File: src/sdlc_defines.svh
// Constants for the serial DAC load control block
`ifndef SDLC_DEFINES_SVH
`define SDLC_DEFINES_SVH
`define SDLC_CODE_W      12
`define SDLC_CODE_ZERO   12'h000
`define SDLC_CODE_MID    12'h800
`define SDLC_CODE_FULL   12'hFFF
`define SDLC_FIFO_DEPTH  4
`define SDLC_SYNC_RST    5'h0F
`endif

File: src/sdlc_pkg.sv
// Types for the serial DAC load control block
`include "sdlc_defines.svh"
package sdlc_pkg;
  typedef logic [`SDLC_CODE_W-1:0] sdlc_code_t;
  // Serial link pins after synchronisation
  typedef struct packed {
    logic sclk;
    logic serialIn;
    logic select_n;
    logic loadStrobe_n;
    logic clear_n;
  } sdlc_pins_s;
endpackage : sdlc_pkg

File: src/sdlc_fifo.sv
// Small valid/ready FIFO carrying completed shift words
`timescale 1ns/1ps
`default_nettype none
module sdlc_fifo #(
  parameter int WIDTH = 12,
  parameter int DEPTH = 4
) (
  input  wire logic             clock,    // System clock
  input  wire logic             rst,      // Async reset, active high
  input  wire logic             inValid,  // Write request
  output logic                  inReady,  // Room available
  input  wire logic [WIDTH-1:0] inData,   // Write data
  output logic                  outValid, // Data available
  input  wire logic             outReady, // Read accept
  output logic      [WIDTH-1:0] outData   // Read data
);
  localparam int AW = (DEPTH > 1) ? $clog2(DEPTH) : 1;
  typedef struct packed {
    logic [AW-1:0] wrPtr;
    logic [AW-1:0] rdPtr;
    logic [AW:0]   count;
  } sdlc_fifo_s;
  sdlc_fifo_s st_r, st_nxt;
  logic [WIDTH-1:0] mem [DEPTH];
  logic doWr, doRd;

  assign inReady  = (st_r.count != (AW+1)'(DEPTH));
  assign outValid = (st_r.count != '0);
  assign outData  = mem[st_r.rdPtr];
  assign doWr     = inValid && inReady;
  assign doRd     = outValid && outReady;

  always_comb begin
    st_nxt = st_r;
    if (doWr) begin
      st_nxt.wrPtr = (st_r.wrPtr == AW'(DEPTH-1)) ? '0 : st_r.wrPtr + 1'b1;
    end
    if (doRd) begin
      st_nxt.rdPtr = (st_r.rdPtr == AW'(DEPTH-1)) ? '0 : st_r.rdPtr + 1'b1;
    end
    if (doWr && !doRd) begin
      st_nxt.count = st_r.count + 1'b1;
    end else if (doRd && !doWr) begin
      st_nxt.count = st_r.count - 1'b1;
    end
  end

  always_ff @(posedge clock or posedge rst) begin
    if (rst) begin
      st_r <= '0;
    end else begin
      st_r <= st_nxt;
    end
  end

  always_ff @(posedge clock) begin
    if (doWr) begin
      mem[st_r.wrPtr] <= inData;
    end
  end

  property p_noOverflow;
    @(posedge clock) disable iff (rst) st_r.count <= (AW+1)'(DEPTH);
  endproperty
  a_noOverflow: assert property (p_noOverflow) else $error("FIFO count overflow");
endmodule : sdlc_fifo
`default_nettype wire

File: src/sdlc_serial_dac_load_control.sv
// Serial DAC front end: shift register, FIFO and DAC code latch
// Operation
// Shift register kept apart from the 12-bit DAC register for preloading.
// Serial data accepted only while select is low.
// Load strobe low transfers shift contents to DAC register, unrelated to sclk.
// DAC register follows shift data while strobe low, holds while high.
// Host raises strobe before shifting; never clocks data with strobe low.
// Clear low at any time forces the DAC register to zero.
// DAC code is straight binary: 000 zero, 800 mid, FFF full scale.
// Rising sclk with select low, strobe and clear high shifts one bit.
// Select high blocks shifting but never affects the load strobe.
// Clear wins over the load strobe and holds the register at zero.
// Strobe falling edge updates the register; transparent until it rises.
// Twelve bits, MSB first; the last twelve shifted form the code.
`timescale 1ns/1ps
`default_nettype none
`include "sdlc_defines.svh"
module sdlc_serial_dac_load_control #(
  parameter int CODE_W = `SDLC_CODE_W,
  parameter int DEPTH  = `SDLC_FIFO_DEPTH
) (
  input  wire logic              clock,         // System clock, 20 MHz
  input  wire logic              rst,           // Async reset, active high
  input  wire logic              sclk,          // Serial link clock pin
  input  wire logic              serialIn,      // Serial data pin
  input  wire logic              select_n,      // Device select, active low
  input  wire logic              loadStrobe_n,  // Load strobe, active low
  input  wire logic              clear_n,       // Clear, active low
  output logic      [CODE_W-1:0] analogOut,     // DAC code driving the ladder
  output logic      [CODE_W-1:0] shiftWord,     // Shift register contents
  output logic                   shiftFull,     // Twelve bits shifted since last load
  output logic                   fifoOverrun    // Completed word dropped, FIFO full
);
  import sdlc_pkg::*;

  typedef struct packed {
    sdlc_pins_s        sync1;
    sdlc_pins_s        sync2;
    logic              sclkPrev;
    logic [CODE_W-1:0] shift;
    logic [4:0]        bitCount;
    logic [CODE_W-1:0] dacCode;
    logic              strobePrev;
    logic              overrun;
    logic              wordDone;
  } sdlc_state_s;

  sdlc_state_s st_r, st_nxt;
  sdlc_pins_s  pinsRaw;
  logic        sclkRise;
  logic        shiftEn;
  logic        pushValid;
  logic        pushReady;
  logic        popValid;
  logic        popReady;
  logic [CODE_W-1:0] popData;

  // Decodes the condition under which a link edge may shift
  function automatic logic shiftAllowed(input sdlc_pins_s p);
    return !p.select_n && p.loadStrobe_n && p.clear_n;
  endfunction : shiftAllowed

  // Decodes a strobe that clear does not override
  function automatic logic strobeOpen(input sdlc_pins_s p);
    return !p.loadStrobe_n && p.clear_n;
  endfunction : strobeOpen

  assign pinsRaw = '{sclk: sclk, serialIn: serialIn, select_n: select_n,
                     loadStrobe_n: loadStrobe_n, clear_n: clear_n};

  assign sclkRise = st_r.sync2.sclk && !st_r.sclkPrev;
  // gated shift edge
  assign shiftEn  = sclkRise && shiftAllowed(st_r.sync2);

  // A completed word enters the FIFO on the twelfth shifted bit
  assign pushValid = shiftEn && (st_r.bitCount == 5'(CODE_W - 1));
  // The DAC latch drains one word per cycle of strobe low with clear high; otherwise the FIFO holds
  assign popReady  = strobeOpen(st_r.sync2);

  sdlc_fifo #(
    .WIDTH (CODE_W),
    .DEPTH (DEPTH)
  ) u_fifo (
    .clock    (clock),
    .rst      (rst),
    .inValid  (pushValid),
    .inReady  (pushReady),
    .inData   ({st_r.shift[CODE_W-2:0], st_r.sync2.serialIn}),
    .outValid (popValid),
    .outReady (popReady),
    .outData  (popData)
  );

  always_comb begin
    st_nxt            = st_r;
    st_nxt.sync1      = pinsRaw;
    st_nxt.sync2      = st_r.sync1;
    st_nxt.sclkPrev   = st_r.sync2.sclk;
    st_nxt.strobePrev = st_r.sync2.loadStrobe_n;
    // shift only with select low; R9 select never touches the strobe path
    if (shiftEn) begin
      // MSB first shift
      st_nxt.shift = {st_r.shift[CODE_W-2:0], st_r.sync2.serialIn};
      // Count wraps per word so every twelfth bit offers a word to the FIFO, dropped if it is full
      if (st_r.bitCount == 5'(CODE_W - 1)) begin
        st_nxt.bitCount = 5'h00;
        st_nxt.wordDone = 1'b1;
      end else begin
        st_nxt.bitCount = st_r.bitCount + 5'h01;
      end
    end
    if (pushValid && !pushReady) begin
      st_nxt.overrun = 1'b1;
    end
    // clear has priority
    if (!st_r.sync2.clear_n) begin
      // force zero code
      st_nxt.dacCode = `SDLC_CODE_ZERO;
    end else if (strobeOpen(st_r.sync2)) begin
      // transparent while strobe low; R11 update on falling edge
      // transfer independent of the link clock
      if (popValid) begin
        st_nxt.dacCode = popData;
      end else begin
        st_nxt.dacCode = st_r.shift;
      end
      st_nxt.bitCount = 5'h00;
      st_nxt.wordDone = 1'b0;
    end
  end

  always_ff @(posedge clock or posedge rst) begin
    if (rst) begin
      st_r            <= '0;
      // Pins idle: link clock low, so no false edge follows reset
      st_r.sync1      <= `SDLC_SYNC_RST;
      st_r.sync2      <= `SDLC_SYNC_RST;
      st_r.strobePrev <= 1'b1;
    end else begin
      st_r <= st_nxt;
    end
  end

  // separate registers; R7 straight binary code drives the ladder unchanged
  always_ff @(posedge clock or posedge rst) begin
    if (rst) begin
      analogOut   <= `SDLC_CODE_ZERO;
      shiftWord   <= '0;
      shiftFull   <= 1'b0;
      fifoOverrun <= 1'b0;
    end else begin
      analogOut   <= st_nxt.dacCode;
      shiftWord   <= st_nxt.shift;
      shiftFull   <= st_nxt.wordDone;
      fifoOverrun <= st_nxt.overrun;
    end
  end

  property p_clearZero;
    @(posedge clock) disable iff (rst)
      !st_r.sync2.clear_n |=> (st_r.dacCode == '0) && (analogOut == '0);
  endproperty
  a_clearZero: assert property (p_clearZero) else $error("Clear did not zero code");

  property p_clearPriority;
    @(posedge clock) disable iff (rst)
      (!st_r.sync2.clear_n && !st_r.sync2.loadStrobe_n) |=> st_r.dacCode == '0;
  endproperty
  a_clearPriority: assert property (p_clearPriority) else $error("Strobe beat clear");

  property p_holdHigh;
    @(posedge clock) disable iff (rst)
      (st_r.sync2.loadStrobe_n && st_r.sync2.clear_n) |=> $stable(st_r.dacCode);
  endproperty
  a_holdHigh: assert property (p_holdHigh) else $error("Code moved with strobe high");

  property p_transparent;
    @(posedge clock) disable iff (rst)
      (!st_r.sync2.loadStrobe_n && st_r.sync2.clear_n && !popValid)
        |=> st_r.dacCode == $past(st_r.shift);
  endproperty
  a_transparent: assert property (p_transparent) else $error("Code not following shift");

  property p_shiftStep;
    @(posedge clock) disable iff (rst)
      shiftEn |=> st_r.shift == {$past(st_r.shift[CODE_W-2:0]), $past(st_r.sync2.serialIn)};
  endproperty
  a_shiftStep: assert property (p_shiftStep) else $error("Shift step wrong");

  property p_selectBlocks;
    @(posedge clock) disable iff (rst)
      st_r.sync2.select_n |=> $stable(st_r.shift);
  endproperty
  a_selectBlocks: assert property (p_selectBlocks) else $error("Shift while deselected");

  property p_selectNoStrobe;
    @(posedge clock) disable iff (rst)
      (st_r.sync2.select_n && !st_r.sync2.loadStrobe_n && st_r.sync2.clear_n && !popValid)
        |=> st_r.dacCode == $past(st_r.shift);
  endproperty
  a_selectNoStrobe: assert property (p_selectNoStrobe) else $error("Select blocked load");

  property p_outFollows;
    @(posedge clock) disable iff (rst)
      1'b1 |=> analogOut == $past(st_nxt.dacCode);
  endproperty
  a_outFollows: assert property (p_outFollows) else $error("Output lags code");

  property p_wordPush;
    @(posedge clock) disable iff (rst)
      (pushValid && pushReady) |=> popValid;
  endproperty
  a_wordPush: assert property (p_wordPush) else $error("Twelfth bit lost word");

  property p_strobeFall;
    @(posedge clock) disable iff (rst)
      (st_r.strobePrev && !st_r.sync2.loadStrobe_n && st_r.sync2.clear_n)
        |=> st_r.dacCode == ($past(popValid) ? $past(popData) : $past(st_r.shift));
  endproperty
  a_strobeFall: assert property (p_strobeFall) else $error("Strobe fall missed update");

  property p_fifoDrain;
    @(posedge clock) disable iff (rst)
      (!st_r.sync2.loadStrobe_n && st_r.sync2.clear_n && popValid)
        |=> st_r.dacCode == $past(popData);
  endproperty
  a_fifoDrain: assert property (p_fifoDrain) else $error("Queued word not applied");

  property p_strobeNoShift;
    @(posedge clock) disable iff (rst)
      !st_r.sync2.loadStrobe_n |=> $stable(st_r.shift);
  endproperty
  a_strobeNoShift: assert property (p_strobeNoShift) else $error("Shift with strobe low");

  property p_clearNoShift;
    @(posedge clock) disable iff (rst)
      !st_r.sync2.clear_n |=> $stable(st_r.shift);
  endproperty
  a_clearNoShift: assert property (p_clearNoShift) else $error("Shift with clear low");

  property p_edgeOnly;
    @(posedge clock) disable iff (rst)
      !sclkRise |=> $stable(st_r.shift);
  endproperty
  a_edgeOnly: assert property (p_edgeOnly) else $error("Shift without link edge");

  property p_deselectCount;
    @(posedge clock) disable iff (rst)
      (st_r.sync2.select_n && st_r.sync2.loadStrobe_n) |=> $stable(st_r.bitCount);
  endproperty
  a_deselectCount: assert property (p_deselectCount) else $error("Count moved deselected");

  property p_preload;
    @(posedge clock) disable iff (rst)
      shiftEn |=> $stable(st_r.dacCode) && $stable(analogOut);
  endproperty
  a_preload: assert property (p_preload) else $error("Shift disturbed output code");

  property p_countRange;
    @(posedge clock) disable iff (rst)
      st_r.bitCount < 5'(CODE_W);
  endproperty
  a_countRange: assert property (p_countRange) else $error("Bit count out of range");

  property p_fullOnPush;
    @(posedge clock) disable iff (rst)
      pushValid |=> shiftFull;
  endproperty
  a_fullOnPush: assert property (p_fullOnPush) else $error("Full flag missing");

  property p_fullClear;
    @(posedge clock) disable iff (rst)
      (!st_r.sync2.loadStrobe_n && st_r.sync2.clear_n)
        |=> !shiftFull && (st_r.bitCount == 5'h00);
  endproperty
  a_fullClear: assert property (p_fullClear) else $error("Strobe left word count");

  property p_overrunSet;
    @(posedge clock) disable iff (rst)
      (pushValid && !pushReady) |=> fifoOverrun;
  endproperty
  a_overrunSet: assert property (p_overrunSet) else $error("Dropped word not flagged");

  property p_overrunSticky;
    @(posedge clock) disable iff (rst)
      fifoOverrun |=> fifoOverrun;
  endproperty
  a_overrunSticky: assert property (p_overrunSticky) else $error("Overrun flag lost");

  property p_pushHead;
    @(posedge clock) disable iff (rst)
      (pushValid && pushReady && !popValid)
        |=> popData == $past({st_r.shift[CODE_W-2:0], st_r.sync2.serialIn});
  endproperty
  a_pushHead: assert property (p_pushHead) else $error("Queued word differs");

  property p_analogHold;
    @(posedge clock) disable iff (rst)
      (st_r.sync2.loadStrobe_n && st_r.sync2.clear_n) |=> $stable(analogOut);
  endproperty
  a_analogHold: assert property (p_analogHold) else $error("Output moved strobe high");

  property p_deselectWord;
    @(posedge clock) disable iff (rst)
      st_r.sync2.select_n |=> $stable(shiftWord);
  endproperty
  a_deselectWord: assert property (p_deselectWord) else $error("Word moved deselected");
endmodule : sdlc_serial_dac_load_control
`default_nettype wire

File: config.mk
export PLATFORM = sky130hd
export DESIGN_NAME = sdlc_serial_dac_load_control
export DESIGN_NICKNAME = d
export VERILOG_FILES = /design/src/sdlc_pkg.sv /design/src/sdlc_fifo.sv /design/src/sdlc_serial_dac_load_control.sv
export VERILOG_INCLUDE_DIRS = /design/src
export SDC_FILE = /design/constraint.sdc
export NUM_CORES = 1
export LEC_CHECK = 0
export BUFFER_PORTS_ARGS = -buffer_cell sky130_fd_sc_hd__buf_4
export CAP_MARGIN = 20
export CELL_PAD_IN_SITES_DETAIL_PLACEMENT = 1
export CELL_PAD_IN_SITES_GLOBAL_PLACEMENT = 1
export CORE_UTILIZATION = 30
export CTS_CLUSTER_SIZE = 20
export DETAILED_ROUTE_END_ITERATION = 10
export GPL_ROUTABILITY_DRIVEN = 0
export PLACE_DENSITY_LB_ADDON = 0.1
export RECOVER_POWER = 100
export SYNTH_ARGS = -nofsm -noshare
export SYNTH_HDL_FRONTEND = slang
export SYNTH_SLANG_ARGS = --single-unit
File: constraint.sdc
create_clock -name clock -period 2.7 [get_ports clock]
set_input_delay 0.81 -clock clock [delete_from_list [all_inputs] [get_ports clock]]
set_output_delay 0.81 -clock clock [all_outputs]
set_load 0.01 [all_outputs]
## After elaboration in Yosys (flattened, before gate mapping)

Memory sizes are Yosys's and may differ from the RTL's.
Index checks and enable logic that the tools add are counted.

- Reduce and logical (&&, ||, !) cells: 19
- Eq/ne operators: 5
- Add/sub/neg operators: 5
- Mux-type cells: 16

Operator list:

| cell | number |
|---|---|
| two-way mux 12 bit | 2 |
| two-way mux 17 bit | 1 |
| two-way mux 5 bit | 3 |
| logical AND 1 bit | 11 |
| zero test 1 bit | 6 |
| two-way mux 1 bit | 6 |
| two-way mux 3 bit | 2 |
| adder 5 x 1 -> 5 bit (second input constant) | 1 |
| == test 5 x 4 -> 1 bit (second input constant) | 1 |
| adder 2 x 1 -> 2 bit (second input constant) | 2 |
| == test 2 bit (second input constant) | 2 |
| two-way mux 2 bit | 2 |
| adder 3 x 1 -> 3 bit (second input constant) | 1 |
| inequality test 3 bit (second input constant) | 1 |
| nonzero test 3 bit | 1 |
| subtractor 3 x 1 -> 3 bit (second input constant) | 1 |
| inequality test 2 x 1 -> 1 bit (second input constant) | 1 |
| nonzero test 2 bit | 1 |

- Logic and storage cells: 65
- Input port bits: 7
- Output and inout port bits: 26
- Memories: 1
- Memory bits (writable): 48
- Bits in registers: 49

Memory list:

| name | depth | width | rd ports | clocked after Yosys merged registers in | write ports | RTL line | RTL |
|---|---|---|---|---|---|---|---|
| u_fifo.mem | 4 | 12 | 1 | 0 | 1 | sdlc_fifo.sv:24 | `logic [WIDTH-1:0] mem [DEPTH];` |

## Longest topological paths before layout

Gate-level depths: netlist of run 1.

- Word-level depth: 10
- Gate-level depth with buffers: 10
- Mapped depth without buffers: 9

## Hierarchy

Synthesis of run 1 repeated with hierarchy kept, for this count alone.

- Cell total of the unflattened synthesis: 254
- Area total of the unflattened synthesis: 4174.0 µm²

Modules (own cells, without submodules):

| module | times used | area each (µm²) | cells an instance | sequential area each (µm²) |
|---|---|---|---|---|
| sdlc_fifo | 1 | 2208.4 | 101 | 1616.6 |
| sdlc_serial_dac_load_control | 1 | 1965.6 | 153 | 1061.0 |

## Worst setup path after synthesis of run 1

No wires, ideal clock.

- Path kind: flip-flop to flip-flop
- From: reg st_r[33] (netlist name)
- To: reg u_fifo.st_r[1] (netlist name)
- Cell stages (with the launch flop): 9
- Setup time: 125 ps
- Arrival time: 2130 ps
- Path buffers: 1
- Path slack: 445 ps
- Cells stage by stage: dfstp_2 -> nand2b_1 -> nor2_1 -> buf_2 -> inv_1 -> ha_1 -> inv_1 -> fa_1 -> mux2_2

RTL lines:

| item | RTL line | RTL |
|---|---|---|
| start: declaration | sdlc_serial_dac_load_control.sv:48 | `sdlc_state_s st_r, st_nxt;` |
| start signal: assignment | sdlc_serial_dac_load_control.sv:140 | `st_r <= st_nxt;` |
| end signal: assignment | sdlc_fifo.sv:52 | `st_r <= st_nxt;` |
| end: declaration | sdlc_fifo.sv:23 | `sdlc_fifo_s st_r, st_nxt;` |

## Final worst setup path of run 1

- From: reg st_r[33] (netlist name)
- To: reg u_fifo.st_r[2] (netlist name)

- Longest elaborated chain between the ends: 7
- Elaborated cells between the ends (all ways): 12

RTL lines:

| item | RTL line | RTL |
|---|---|---|
| logical AND 1 bit (*) | sdlc_serial_dac_load_control.sv:60 | `return !p.select_n && p.loadStrobe_n && p.clear_n;` |
| logical AND 1 bit (*) | sdlc_serial_dac_load_control.sv:73 | `assign shiftEn = sclkRise && shiftAllowed(st_r.sync2);` |
| logical AND 1 bit (*) | sdlc_serial_dac_load_control.sv:76 | `assign pushValid = shiftEn && (st_r.bitCount == 5'(CODE_W - 1));` |
| logical AND 1 bit (*) | sdlc_fifo.sv:30 | `assign doWr = inValid && inReady;` |
| named net u_fifo.doWr | sdlc_fifo.sv:25 | `logic doWr, doRd;` |
| zero test 1 bit | sdlc_fifo.sv:43 | `end else if (doRd && !doWr) begin` |
| logical AND 1 bit | sdlc_fifo.sv:43 |  |
| nonzero test 2 bit (no source line) | n/a |  |

The timed path passes the listed nets; every way through them passes the cells marked *.
A chain may end at the register's enable or synchronous reset.

==> results of run 1 <==
-- cells in the mapped netlist, drive strengths merged --
master,number
or4,1
and2,5
a221o,12
nand2b,1
dfrtp,41
nor3,4
mux4,12
edfxtp,48
o21a,1
mux2i,1
nor2b,2
nor2,5
inv,7
mux2,17
ha,7
nand2,4
nand3,2
nor4,1
xor2,2
and4b,1
a211oi,1
dfstp,8
fa,1
a21o,1
nand4bb,2
xnor2,1
clkbuf,3
a21oi,3
o2bb2ai,1
nor3b,1
nand4b,1
nand4,1
or3b,1
o21ai,3
buf,29
and3,12
-- state kept, by name (all words and copies together) (netlist names) --
register,cells
analogOut,12
fifoOverrun,1
shiftFull,1
shiftWord,12
st_nxt,7
st_r,9
u_fifo.mem,48
u_fifo.st_r,7
-- routing by layer --
metal  global-route usage [%]  share of wire, %
met1                     17.2                45
met5                        0                 0
met2                     21.7                51
met4                     5.29               1.5
met3                     3.10               2.5
-- metrics by stage --
| stage | hold slack [ps] | utilization (%) | total power [mW] | area (um2) |
|---|---|---|---|---|
| 2_1_floorplan | 331 | - | 1.71 | 4020 |
| 3_3_place_gp | 347 | 33.9 | 1.75 | 4340 |
| 3_5_place_dp | 348 | 33.9 | 1.75 | 4340 |
| 4_1_cts | 352 | 35.9 | 2.91 | 4600 |
| 5_1_grt | 354 | 35.0 | 2.96 | 4490 |
| 6_report | 346 | 35.0 | 2.84 | 4490 |
-- cells in the final DEF, fill, tap and decap left out, drive strengths merged, types with 2 or more instances in the layout --
cell,Yosys,routed
clkbuf,3,49
a221o,12,12
dfrtp,41,41
nand4bb,2,2
edfxtp,48,48
nor3,4,4
mux4,12,12
a21oi,3,3
and3,12,12
xor2,2,2
and2,5,5
nor2b,2,2
nand2,4,4
mux2,17,17
nor2,5,5
dfstp,8,8
nand3,2,2
inv,7,7
buf,29,7
ha,7,7
clkinv,0,3
o21ai,3,3
-- layout make-up --
cell class                 count  area (um2)  area share [%]
multi-input combinational    107        1090            24.4
sequential                    97        2680            59.7
tap                          172         215            4.80
inverter                       7        26.3           0.586
timing repair buffer          44         216            4.83
clock buffer                  12         236            5.27
clock inverter                 4        21.3           0.474
-- critical path, stage by stage, from the launching register on --
cell     delay [ps]
dfstp_1         680
nand2_1         190
nor4_4          330
ha_1            220
inv_1            60
fa_1            370
xor2_1          150
nor2_1          110
xor2_1          140
-- how the worst max path moves through the flow --
stage / to / startpoint / slack [ps]
floorplan: u_fifo.st_r[1] / st_r[33] / 450
global placement: u_fifo.st_r[2] / st_nxt[2] / 490
detailed placement: u_fifo.st_r[2] / st_nxt[2] / 420
CTS: u_fifo.st_r[2] / st_nxt[2] / 450
global route: u_fifo.st_r[2] / st_r[33] / 160
finish: u_fifo.st_r[2] / st_r[33] / 370
-- power groups by stage --
stage / clock network (mW) / logic, mW / registers (mW)
after floorplan: 0 / 0.0717 / 1.64
after global placement: 0 / 0.0963 / 1.66
after detailed placement: 0 / 0.0964 / 1.66
after CTS: 1.18 / 0.0966 / 1.63
after global routing: 1.24 / 0.0874 / 1.63
final: 1.13 / 0.0777 / 1.63
-- cell families (layout without fill, tap and decap cells) --
| group | count (synthesis) | in the layout | share of synthesized area (%) |
|---|---|---|---|
| adders and majority gates | 8 | 8 | 2.68 |
| buffers and inverters | 39 | 67 | 6.25 |
| muxes | 30 | 30 | 11.9 |
| AOI/OAI and AO/OA | 22 | 22 | 4.51 |
| DFF | 97 | 97 | 66.6 |
| xor gates and xnor gates | 3 | 3 | 0.654 |
| and+or+nand+nor | 44 | 44 | 7.41 |
==> run summary, run 1 <==
- no — setup repair after global routing missed its margin
- 0 — post-cts hold buffer count
- 8330 um — sum of routed wire length over all layers
- 0 — number of hold violations in the final report
- 443 — final std cells w/o fill
- 18.8 um — Routed WL per cell
- 5550 um — detailed placement HPWL
- 0.600 mW — switching power of the nets
- clkbuf_16 — root buf cell
- 3 — maximum level of the CTS H-tree
- 0.429 GHz — Max Fclk
- 0.0139 mm2 — area of the die
- 0 — # resized after CTS
- 70 ps — clock input transition at the sequential cells of the worst setup and hold paths
- 11.5% — relative area change from synthesis to final layout
- 35.8% — area share of the leading cell type in the synthesized netlist
- 2330 ps — time the final worst path needs with I/O delays and setup
- 370 ps — r2r setup slk
- 281 — # nets final
- 0 — remaining routing DRC violations
- st_r[33] — origin of the critical flop-to-flop path
- 0 — number of pins exceeding their max-slew limit in the final report
- 21.1% — Sw Share
- 2098 — vias
- st_nxt[35] — HP Start
- flop — kind of end point of the critical path
- 0 — residual antenna-violating net count after detailed routing
- 0 — number of cells on the worst hold path
- 243 — cells after synthesis
- 66.6% — Seq/Total Area, Yosys
- reg -> reg — worst hold path type
- 0 — Congestion Overflow GR
- 97 — number of clock sinks
- 0.00402 mm2 — combined area of all synthesized cells
- 0 — number of buffers inserted by post-CTS setup repair
- 0 — count of warnings emitted by yosys
- flop — crit path launch type
- 8 — worst reg-to-reg path cell count
- 2.24 mW — internal power
- 9 — number of buffers created by CTS
- 86.3% — final critical-path share of the clock period
- 2289 — vias in the first global route
- yes — TritonCTS clock tree
- 41 — Cell variety after synth
- 41 — number of rows in the core area
- 13600 um — wire length of the first global-routing pass
- 33 — number of primary I/O pins
- 2.7% — combinational cell fraction of total power
- 118 um — die extent in y
- 10 — highest fanout seen on the critical path
- 32 — IO buf count
- 424 ps — placement-stage worst setup slack
- 2 — buffers from clock root to sink, at most
- 97 — synthesis-stage register bit count
- 0 — number of setup violations in the final report
- edfxtp_1 — top cell type by total area after synthesis
- 632 mW/mm2 — total power per unit cell area
- 31.4% — initial cell density of the core
- 92 — number of violations reported at the end of detailed-routing iteration 0
- 37.5% — Worst slew margin
- st_r[35] — hold endpoint
- 0 — number of max-cap violations
- 13.3% — combined global-route utilization of all metal layers
- 0 — Antenna Diode Count
- 937 ps — transition time of the tightest slew-check pin
- 57.3% — Reg power frac
- 0.0128 mm2 — placeable core region
- 258 — post-synthesis net count
- 427 — Placed Cells
- 8.57 ps — largest clock skew in the final design
- 1.75 nW — leak pwr
- 16.5 um2 — synthesized area per cell
- 4.74 — vias per cell
- 0 ps — Post-Route Setup TNS
- 22 — largest net degree at the start of global routing
- 0 — initial antenna violation count
- reg -> reg — Crit Path Class
- 4 — drt first pass iters
- 0.370 mV — Peak supply drop
- u_fifo.st_r[2] — endpoint of the worst-slack reg-to-reg timing path
- edfxtp_1 36%, dfrtp_1 26%, mux4_2 6.7% — largest cells by area after synthesis
- 340 ps — clock insertion delay at the later pin of the skew report
- 40.0% — clock network fraction of design power
- 370 ps — min setup slack post-route
- 2600 ps — arrival time of the worst setup path
- 2970 ps — Required @ worst endpoint
- 1354 — filler cell count
- 19.9% — share of final-layout standard cells stronger than drive strength 1
- finished clean — result of the run
- 118 um — Die X-Extent
No activity file was read; power rests on OpenSTA's default activity.
==> run 2: changes to the inputs <==
- CTS_BUF_LIST: default -> sky130_fd_sc_hd__clkbuf_8
- RECOVER_POWER: 100 -> 25
- clock period: 2.7 -> 1.9 ns (I/O delays scaled with it)
==> run 2 against run 1 <==
Compared with the run above:
- highest routed layer unchanged
- core utilization grew 3.2 points
- the run now ends with setup timing left
- fmax rose by 14%
- register-to-register slack lost 520 ps
- critical endpoint unchanged
- via count up 3.4%
- wire length grew 0.32%
- global-route usage is 0.24 points lower
- critical path depth did not move
- setup slack got worse by 520 ps
- clock-buffer cell count decreased by 3
==> run summary, run 2 (synthesis gave the netlist of run 1 again) <==
- finished with violations — result of the run
- setup timing — failing checks
- yes — setup repair after global routing missed its margin
- u_fifo.mem x48, analogOut x12, shiftWord x12 — largest registers
- 0 — Congestion Overflow GR
- 452 — Placed Cells
- 33 — number of primary I/O pins
- 118 um — Die X-Extent
- 0.374 mV — Peak supply drop
- 5320 um — detailed placement HPWL
- 17.7 um — Routed WL per cell
- clkbuf_8 — root buf cell
- 108% — final critical-path share of the clock period
- 0.00113 mm2 — area taken by multi-input logic gates
- 0 — number of pins exceeding their max-slew limit in the final report
- 21.6% — relative area change from synthesis to final layout
- 48 — number of flip-flops in the largest register
- 2340 ps — arrival time of the worst setup path
- 0 — remaining routing DRC violations
- 2.80 mW — internal power
- 0 — initial antenna violation count
- 360 ps — clock insertion delay at the later pin of the skew report
- 23.1% — Sw Share
- u_fifo.mem — Top reg by flops
- 0 — number of hold violations in the final report
- 55 x buf_4, 48 x edfxtp_1, 41 x dfrtp_1 — top library cells by usage in the layout, fill and taps aside
- 15.0% — Worst slew margin
- 0.00268 mm2 — footprint of the flip-flops and latches
- 63.4% — Reg power frac
- 2.03 nW — leak pwr
- 8350 um — sum of routed wire length over all layers
- reg -> reg — Crit Path Class
- 41 — number of rows in the core area
- -538 ps — Post-Route Setup TNS
- 4.61 — vias per cell
- flop — crit path launch type
- flop — kind of end point of the critical path
- 7.08 ps — largest clock skew in the final design
- 2 — buffers from clock root to sink, at most
- 0 — post-cts hold buffer count
- 0.488 GHz — Max Fclk
- loadStrobe_n — HP Start
- 90 ps — clock input transition at the sequential cells of the worst setup and hold paths
- 9 — number of buffers created by CTS
- 0.0139 mm2 — area of the die
- 471 — final std cells w/o fill
- 0.840 mW — switching power of the nets
- 32.2% — clock network fraction of design power
- 13300 um — wire length of the first global-routing pass
- 0 — number of max-cap violations
- 0 — Antenna Diode Count
- st_r[17] — origin of the critical flop-to-flop path
- 1280 ps — transition time of the tightest slew-check pin
- 118 um — die extent in y
- 2170 — vias
- 310 — # nets final
- in -> reg — worst hold path type
- 31.4% — initial cell density of the core
- 50 — largest net degree at the start of global routing
- 2190 ps — Required @ worst endpoint
- 3 — maximum level of the CTS H-tree
- buf_4 — most common cell after layout, fill and taps aside
- 42.1% — share of final-layout standard cells stronger than drive strength 1
- -147 ps — min setup slack post-route
- 13.1% — combined global-route utilization of all metal layers
- 88 — number of violations reported at the end of detailed-routing iteration 0
- 4 — drt first pass iters
- 0 — residual antenna-violating net count after detailed routing
- 14 — number of setup violations in the final report
- 97 — number of clock sinks
- 744 mW/mm2 — total power per unit cell area
- 4.5% — combinational cell fraction of total power
- 0.0128 mm2 — placeable core region
- 1313 — filler cell count
- yes — TritonCTS clock tree
- 32 — IO buf count
- 2327 — vias in the first global route
- 2 — highest fanout seen on the critical path
- 2050 ps — time the final worst path needs with I/O delays and setup
- st_r[17] — Setup crit start
==> run 2: changes by cell type in the layout (fill, tap and decap cells not counted), sizes merged <==
cell,change
clkinv,-1
buf,+57
bufbuf,+2
clkbuf,-33
inv,+3
==> run 2: layer usage <==
metal	part of all wire (%)	global-route usage, %	up-vias
li1	-	-	992
met1	48	17.2	1139
met2	49	20.7	28
met3	2.3	2.86	11
met4	1.6	6.01	0
met5	0	0	-
==> run 2: final timing paths <==
path | endpoint | slack (ps) | depth (start not counted)
setup / recovery | u_fifo.st_r[2] | -150 | 8
hold / removal | st_nxt[34] | 310 | 1
setup reg to reg | u_fifo.st_r[2] | -150 | 8
hold reg to reg | st_r[33] | 360 | 0
max in group asynchronous | analogOut[5] | 500 | 3
min in group asynchronous | u_fifo.st_r[2] | 640 | 3
==> run 2: power groups by stage <==
stage	Combinational, mW	Clock (mW)	Sequential, mW
after floorplan	0.102	0	2.33
after detailed placement	0.170	0	2.35
after CTS	0.172	1.24	2.31
after global placement	0.168	0	2.35
after global routing	0.181	1.30	2.32
final	0.163	1.17	2.31
==> run 2: worst max-delay path, stage by stage (launching register included) <==
cell and delay [ps]:
dfrtp_1 380, or3b_1 410, nor4_4 190, ha_2 240
inv_2 40, fa_2 320, xor2_1 140, nor2_1 110
xor2_1 150
==> run 2: area by class of cell <==
type / instances / area share [%]
sequential: 97 / 54.7
multi-input combinational: 107 / 23.1
timing repair buffer: 73 / 13.9
tap: 172 / 4.40
clock buffer: 9 / 2.53
clock inverter: 6 / 0.767
inverter: 7 / 0.537
==> run 2: timing repair <==
action                     4_1_cts  5_1_grt
setup endpoints to repair       52       26
pin swaps                        3        1
setup buffers                    3        0
cloned                           2        0
resized for setup                8        4
==> run 2: stage by stage <==
| step | setup slack [ps] | area [um2] | hold WS, ps | power (mW) | util, % |
|---|---|---|---|---|---|
| 2_1_floorplan | -291 | 4030 | 331 | 2.43 | - |
| 3_3_place_gp | -170 | 4630 | 337 | 2.52 | 36.1 |
| 3_5_place_dp | -233 | 4630 | 340 | 2.52 | 36.1 |
| 4_1_cts | -176 | 4890 | 241 | 3.72 | 38.1 |
| 5_1_grt | -274 | 4890 | 280 | 3.79 | 38.1 |
| 6_report | -147 | 4890 | 310 | 3.64 | 38.1 |
==> run 3: changes to the inputs <==
- CTS_BUF_LIST: sky130_fd_sc_hd__clkbuf_8 -> sky130_fd_sc_hd__clkbuf_2 sky130_fd_sc_hd__clkbuf_4 sky130_fd_sc_hd__clkbuf_8
- TNS_END_PERCENT: default -> 5
==> run 3 against run 2 <==
Compared with the run above:
- the run still ends with setup timing left
- clock-buffer cell count grew 3
- core utilization is essentially flat
- power grew 8.4%
- setup slack lost 28 ps
- largest cell class unchanged
==> run summary, run 3 (synthesis gave the netlist of run 1 again) <==
- 2 — number of setup violations in the final report
- 0 — number of pins exceeding their max-slew limit in the final report
- 0.0139 mm2 — area of the die
- 472 — final std cells w/o fill
- 0.00460 mm2 — placed standard-cell area
- 2200 ps — Required @ worst endpoint
- 0 — Antenna Diode Count
- 31.4% — initial cell density of the core
- 32 — IO buf count
- flop — crit path launch type
- 0.0128 mm2 — placeable core region
- 43.0% — share of final-layout standard cells stronger than drive strength 1
- 13.2% — combined global-route utilization of all metal layers
- -316 ps — placement-stage worst setup slack
- 97 — number of clock sinks
- 2347 — vias in the first global route
- -327 ps — Post-Route Setup TNS
- 3 — maximum level of the CTS H-tree
- 0 — post-cts hold buffer count
- in -> reg — worst hold path type
- 0 — Congestion Overflow GR
- 2380 ps — arrival time of the worst setup path
- 4 — drt first pass iters
- 118 um — die extent in y
- 4.60 — vias per cell
- -175 ps — min setup slack post-route
- 13500 um — wire length of the first global-routing pass
- 380 ps — clock insertion delay at the later pin of the skew report
- 41 — number of rows in the core area
- 450 — Placed Cells
- 9 — number of buffers created by CTS
- 48 — number of flip-flops in the largest register
- 118 um — Die X-Extent
- 90 ps — clock input transition at the sequential cells of the worst setup and hold paths
- setup timing — failing checks
- 0 — remaining routing DRC violations
- yes — setup repair after global routing missed its margin
- yes — TritonCTS clock tree
- 806 mW/mm2 — total power per unit cell area
- 0 — initial antenna violation count
- 0.00489 mm2 — Final Instance Area
- 6.06 ps — largest clock skew in the final design
- 21.7% — relative area change from synthesis to final layout
- 38.2% — Finished Core Util
- 5310 um — detailed placement HPWL
- 310 — # nets final
- u_fifo.mem x48, analogOut x12, shiftWord x12 — largest registers
- 2 — highest fanout seen on the critical path
- 33 — number of primary I/O pins
- 2 — buffers from clock root to sink, at most
- 2.04 nW — leak pwr
- 50 — largest net degree at the start of global routing
- 0.482 GHz — Max Fclk
- 291 ps — worst hold margin
- 52 — number of violations reported at the end of detailed-routing iteration 0
- 0.402 mV — Peak supply drop
- finished with violations — result of the run
- u_fifo.mem — Top reg by flops
- 0 — number of max-cap violations
- 2170 — vias
- flop — kind of end point of the critical path
- 8370 um — sum of routed wire length over all layers
- 0 — residual antenna-violating net count after detailed routing
- 3.95 mW — overall power consumption
- 58 x buf_4, 48 x edfxtp_1, 41 x dfrtp_1 — top library cells by usage in the layout, fill and taps aside
- 109% — final critical-path share of the clock period
- clkbuf_8 — root buf cell
- 17.7 um — Routed WL per cell
- reg -> reg — Crit Path Class
- buf_4 — most common cell after layout, fill and taps aside
- 2080 ps — time the final worst path needs with I/O delays and setup
- 12.9% — Worst slew margin
- 1310 ps — transition time of the tightest slew-check pin
- 0 — number of hold violations in the final report
==> run 3: cell types whose count changed in the layout (fill, tap and decap cells not counted) <==
cell and delta:
buf_4 +3, clkbuf_4 +3, bufbuf_16 -2, bufinv_16 +2, inv_1 -2, buf_6 -1
clkinv_1 +1, clkinv_4 -1, clkinvlp_4 -1, inv_6 -1, or3b_1 -1, or3b_4 +1
==> run 3: routing by layer <==
metal | routed length [um] | vias up | GRT usage [%]
li1 | - | 996 | -
met1 | 3880 | 1131 | 16.8
met2 | 4050 | 31 | 21.0
met3 | 297 | 12 | 4.02
met4 | 145 | 0 | 5.29
met5 | 0 | - | 0
==> run 3: critical path, stage by stage, from the launching register on <==
cell	delay [ps]
dfrtp_1	380
or3b_4	400
nor4_4	190
ha_2	250
inv_2	40
fa_2	320
xor2_1	140
nor2_1	120
xor2_1	140
==> run 3: what timing repair did <==
action	in CTS	in global routing
buffers inserted	5	1
pin swaps	5	4
endpoints found under the setup margin	50	59
resized for setup	11	3
==> run 3: worst paths after layout <==
path                       startpoint              to  slack (ps)  cells after the start
max                          st_r[17]  u_fifo.st_r[2]        -180                      8
min                          select_n      st_nxt[35]         290                      1
max reg2reg                  st_r[17]  u_fifo.st_r[2]        -180                      8
min reg2reg                st_nxt[36]        st_r[36]         360                      0
max in group asynchronous         rst   shiftWord[11]         480                      3
min in group asynchronous         rst    shiftWord[1]         630                      3
==> run 3: cell type report <==
type                    instances  area [um2]
flip-flops and latches         97        2680
fillers                      1293        7930
multi-input cells             107        1130
repair buffers                 73         628
well taps                     172         215
clock buffers                  12         146
clock inverters                 4        68.8
inverters                       7        26.3
==> run 3: power breakdown <==
| group | switching, mW | internal [mW] | total, mW |
|---|---|---|---|
| combinational | 0.0822 | 0.0782 | 0.160 |
| clock | 0.699 | 0.780 | 1.48 |
| sequential | 0.0518 | 2.25 | 2.31 |
| total | 0.833 | 3.11 | 3.95 |
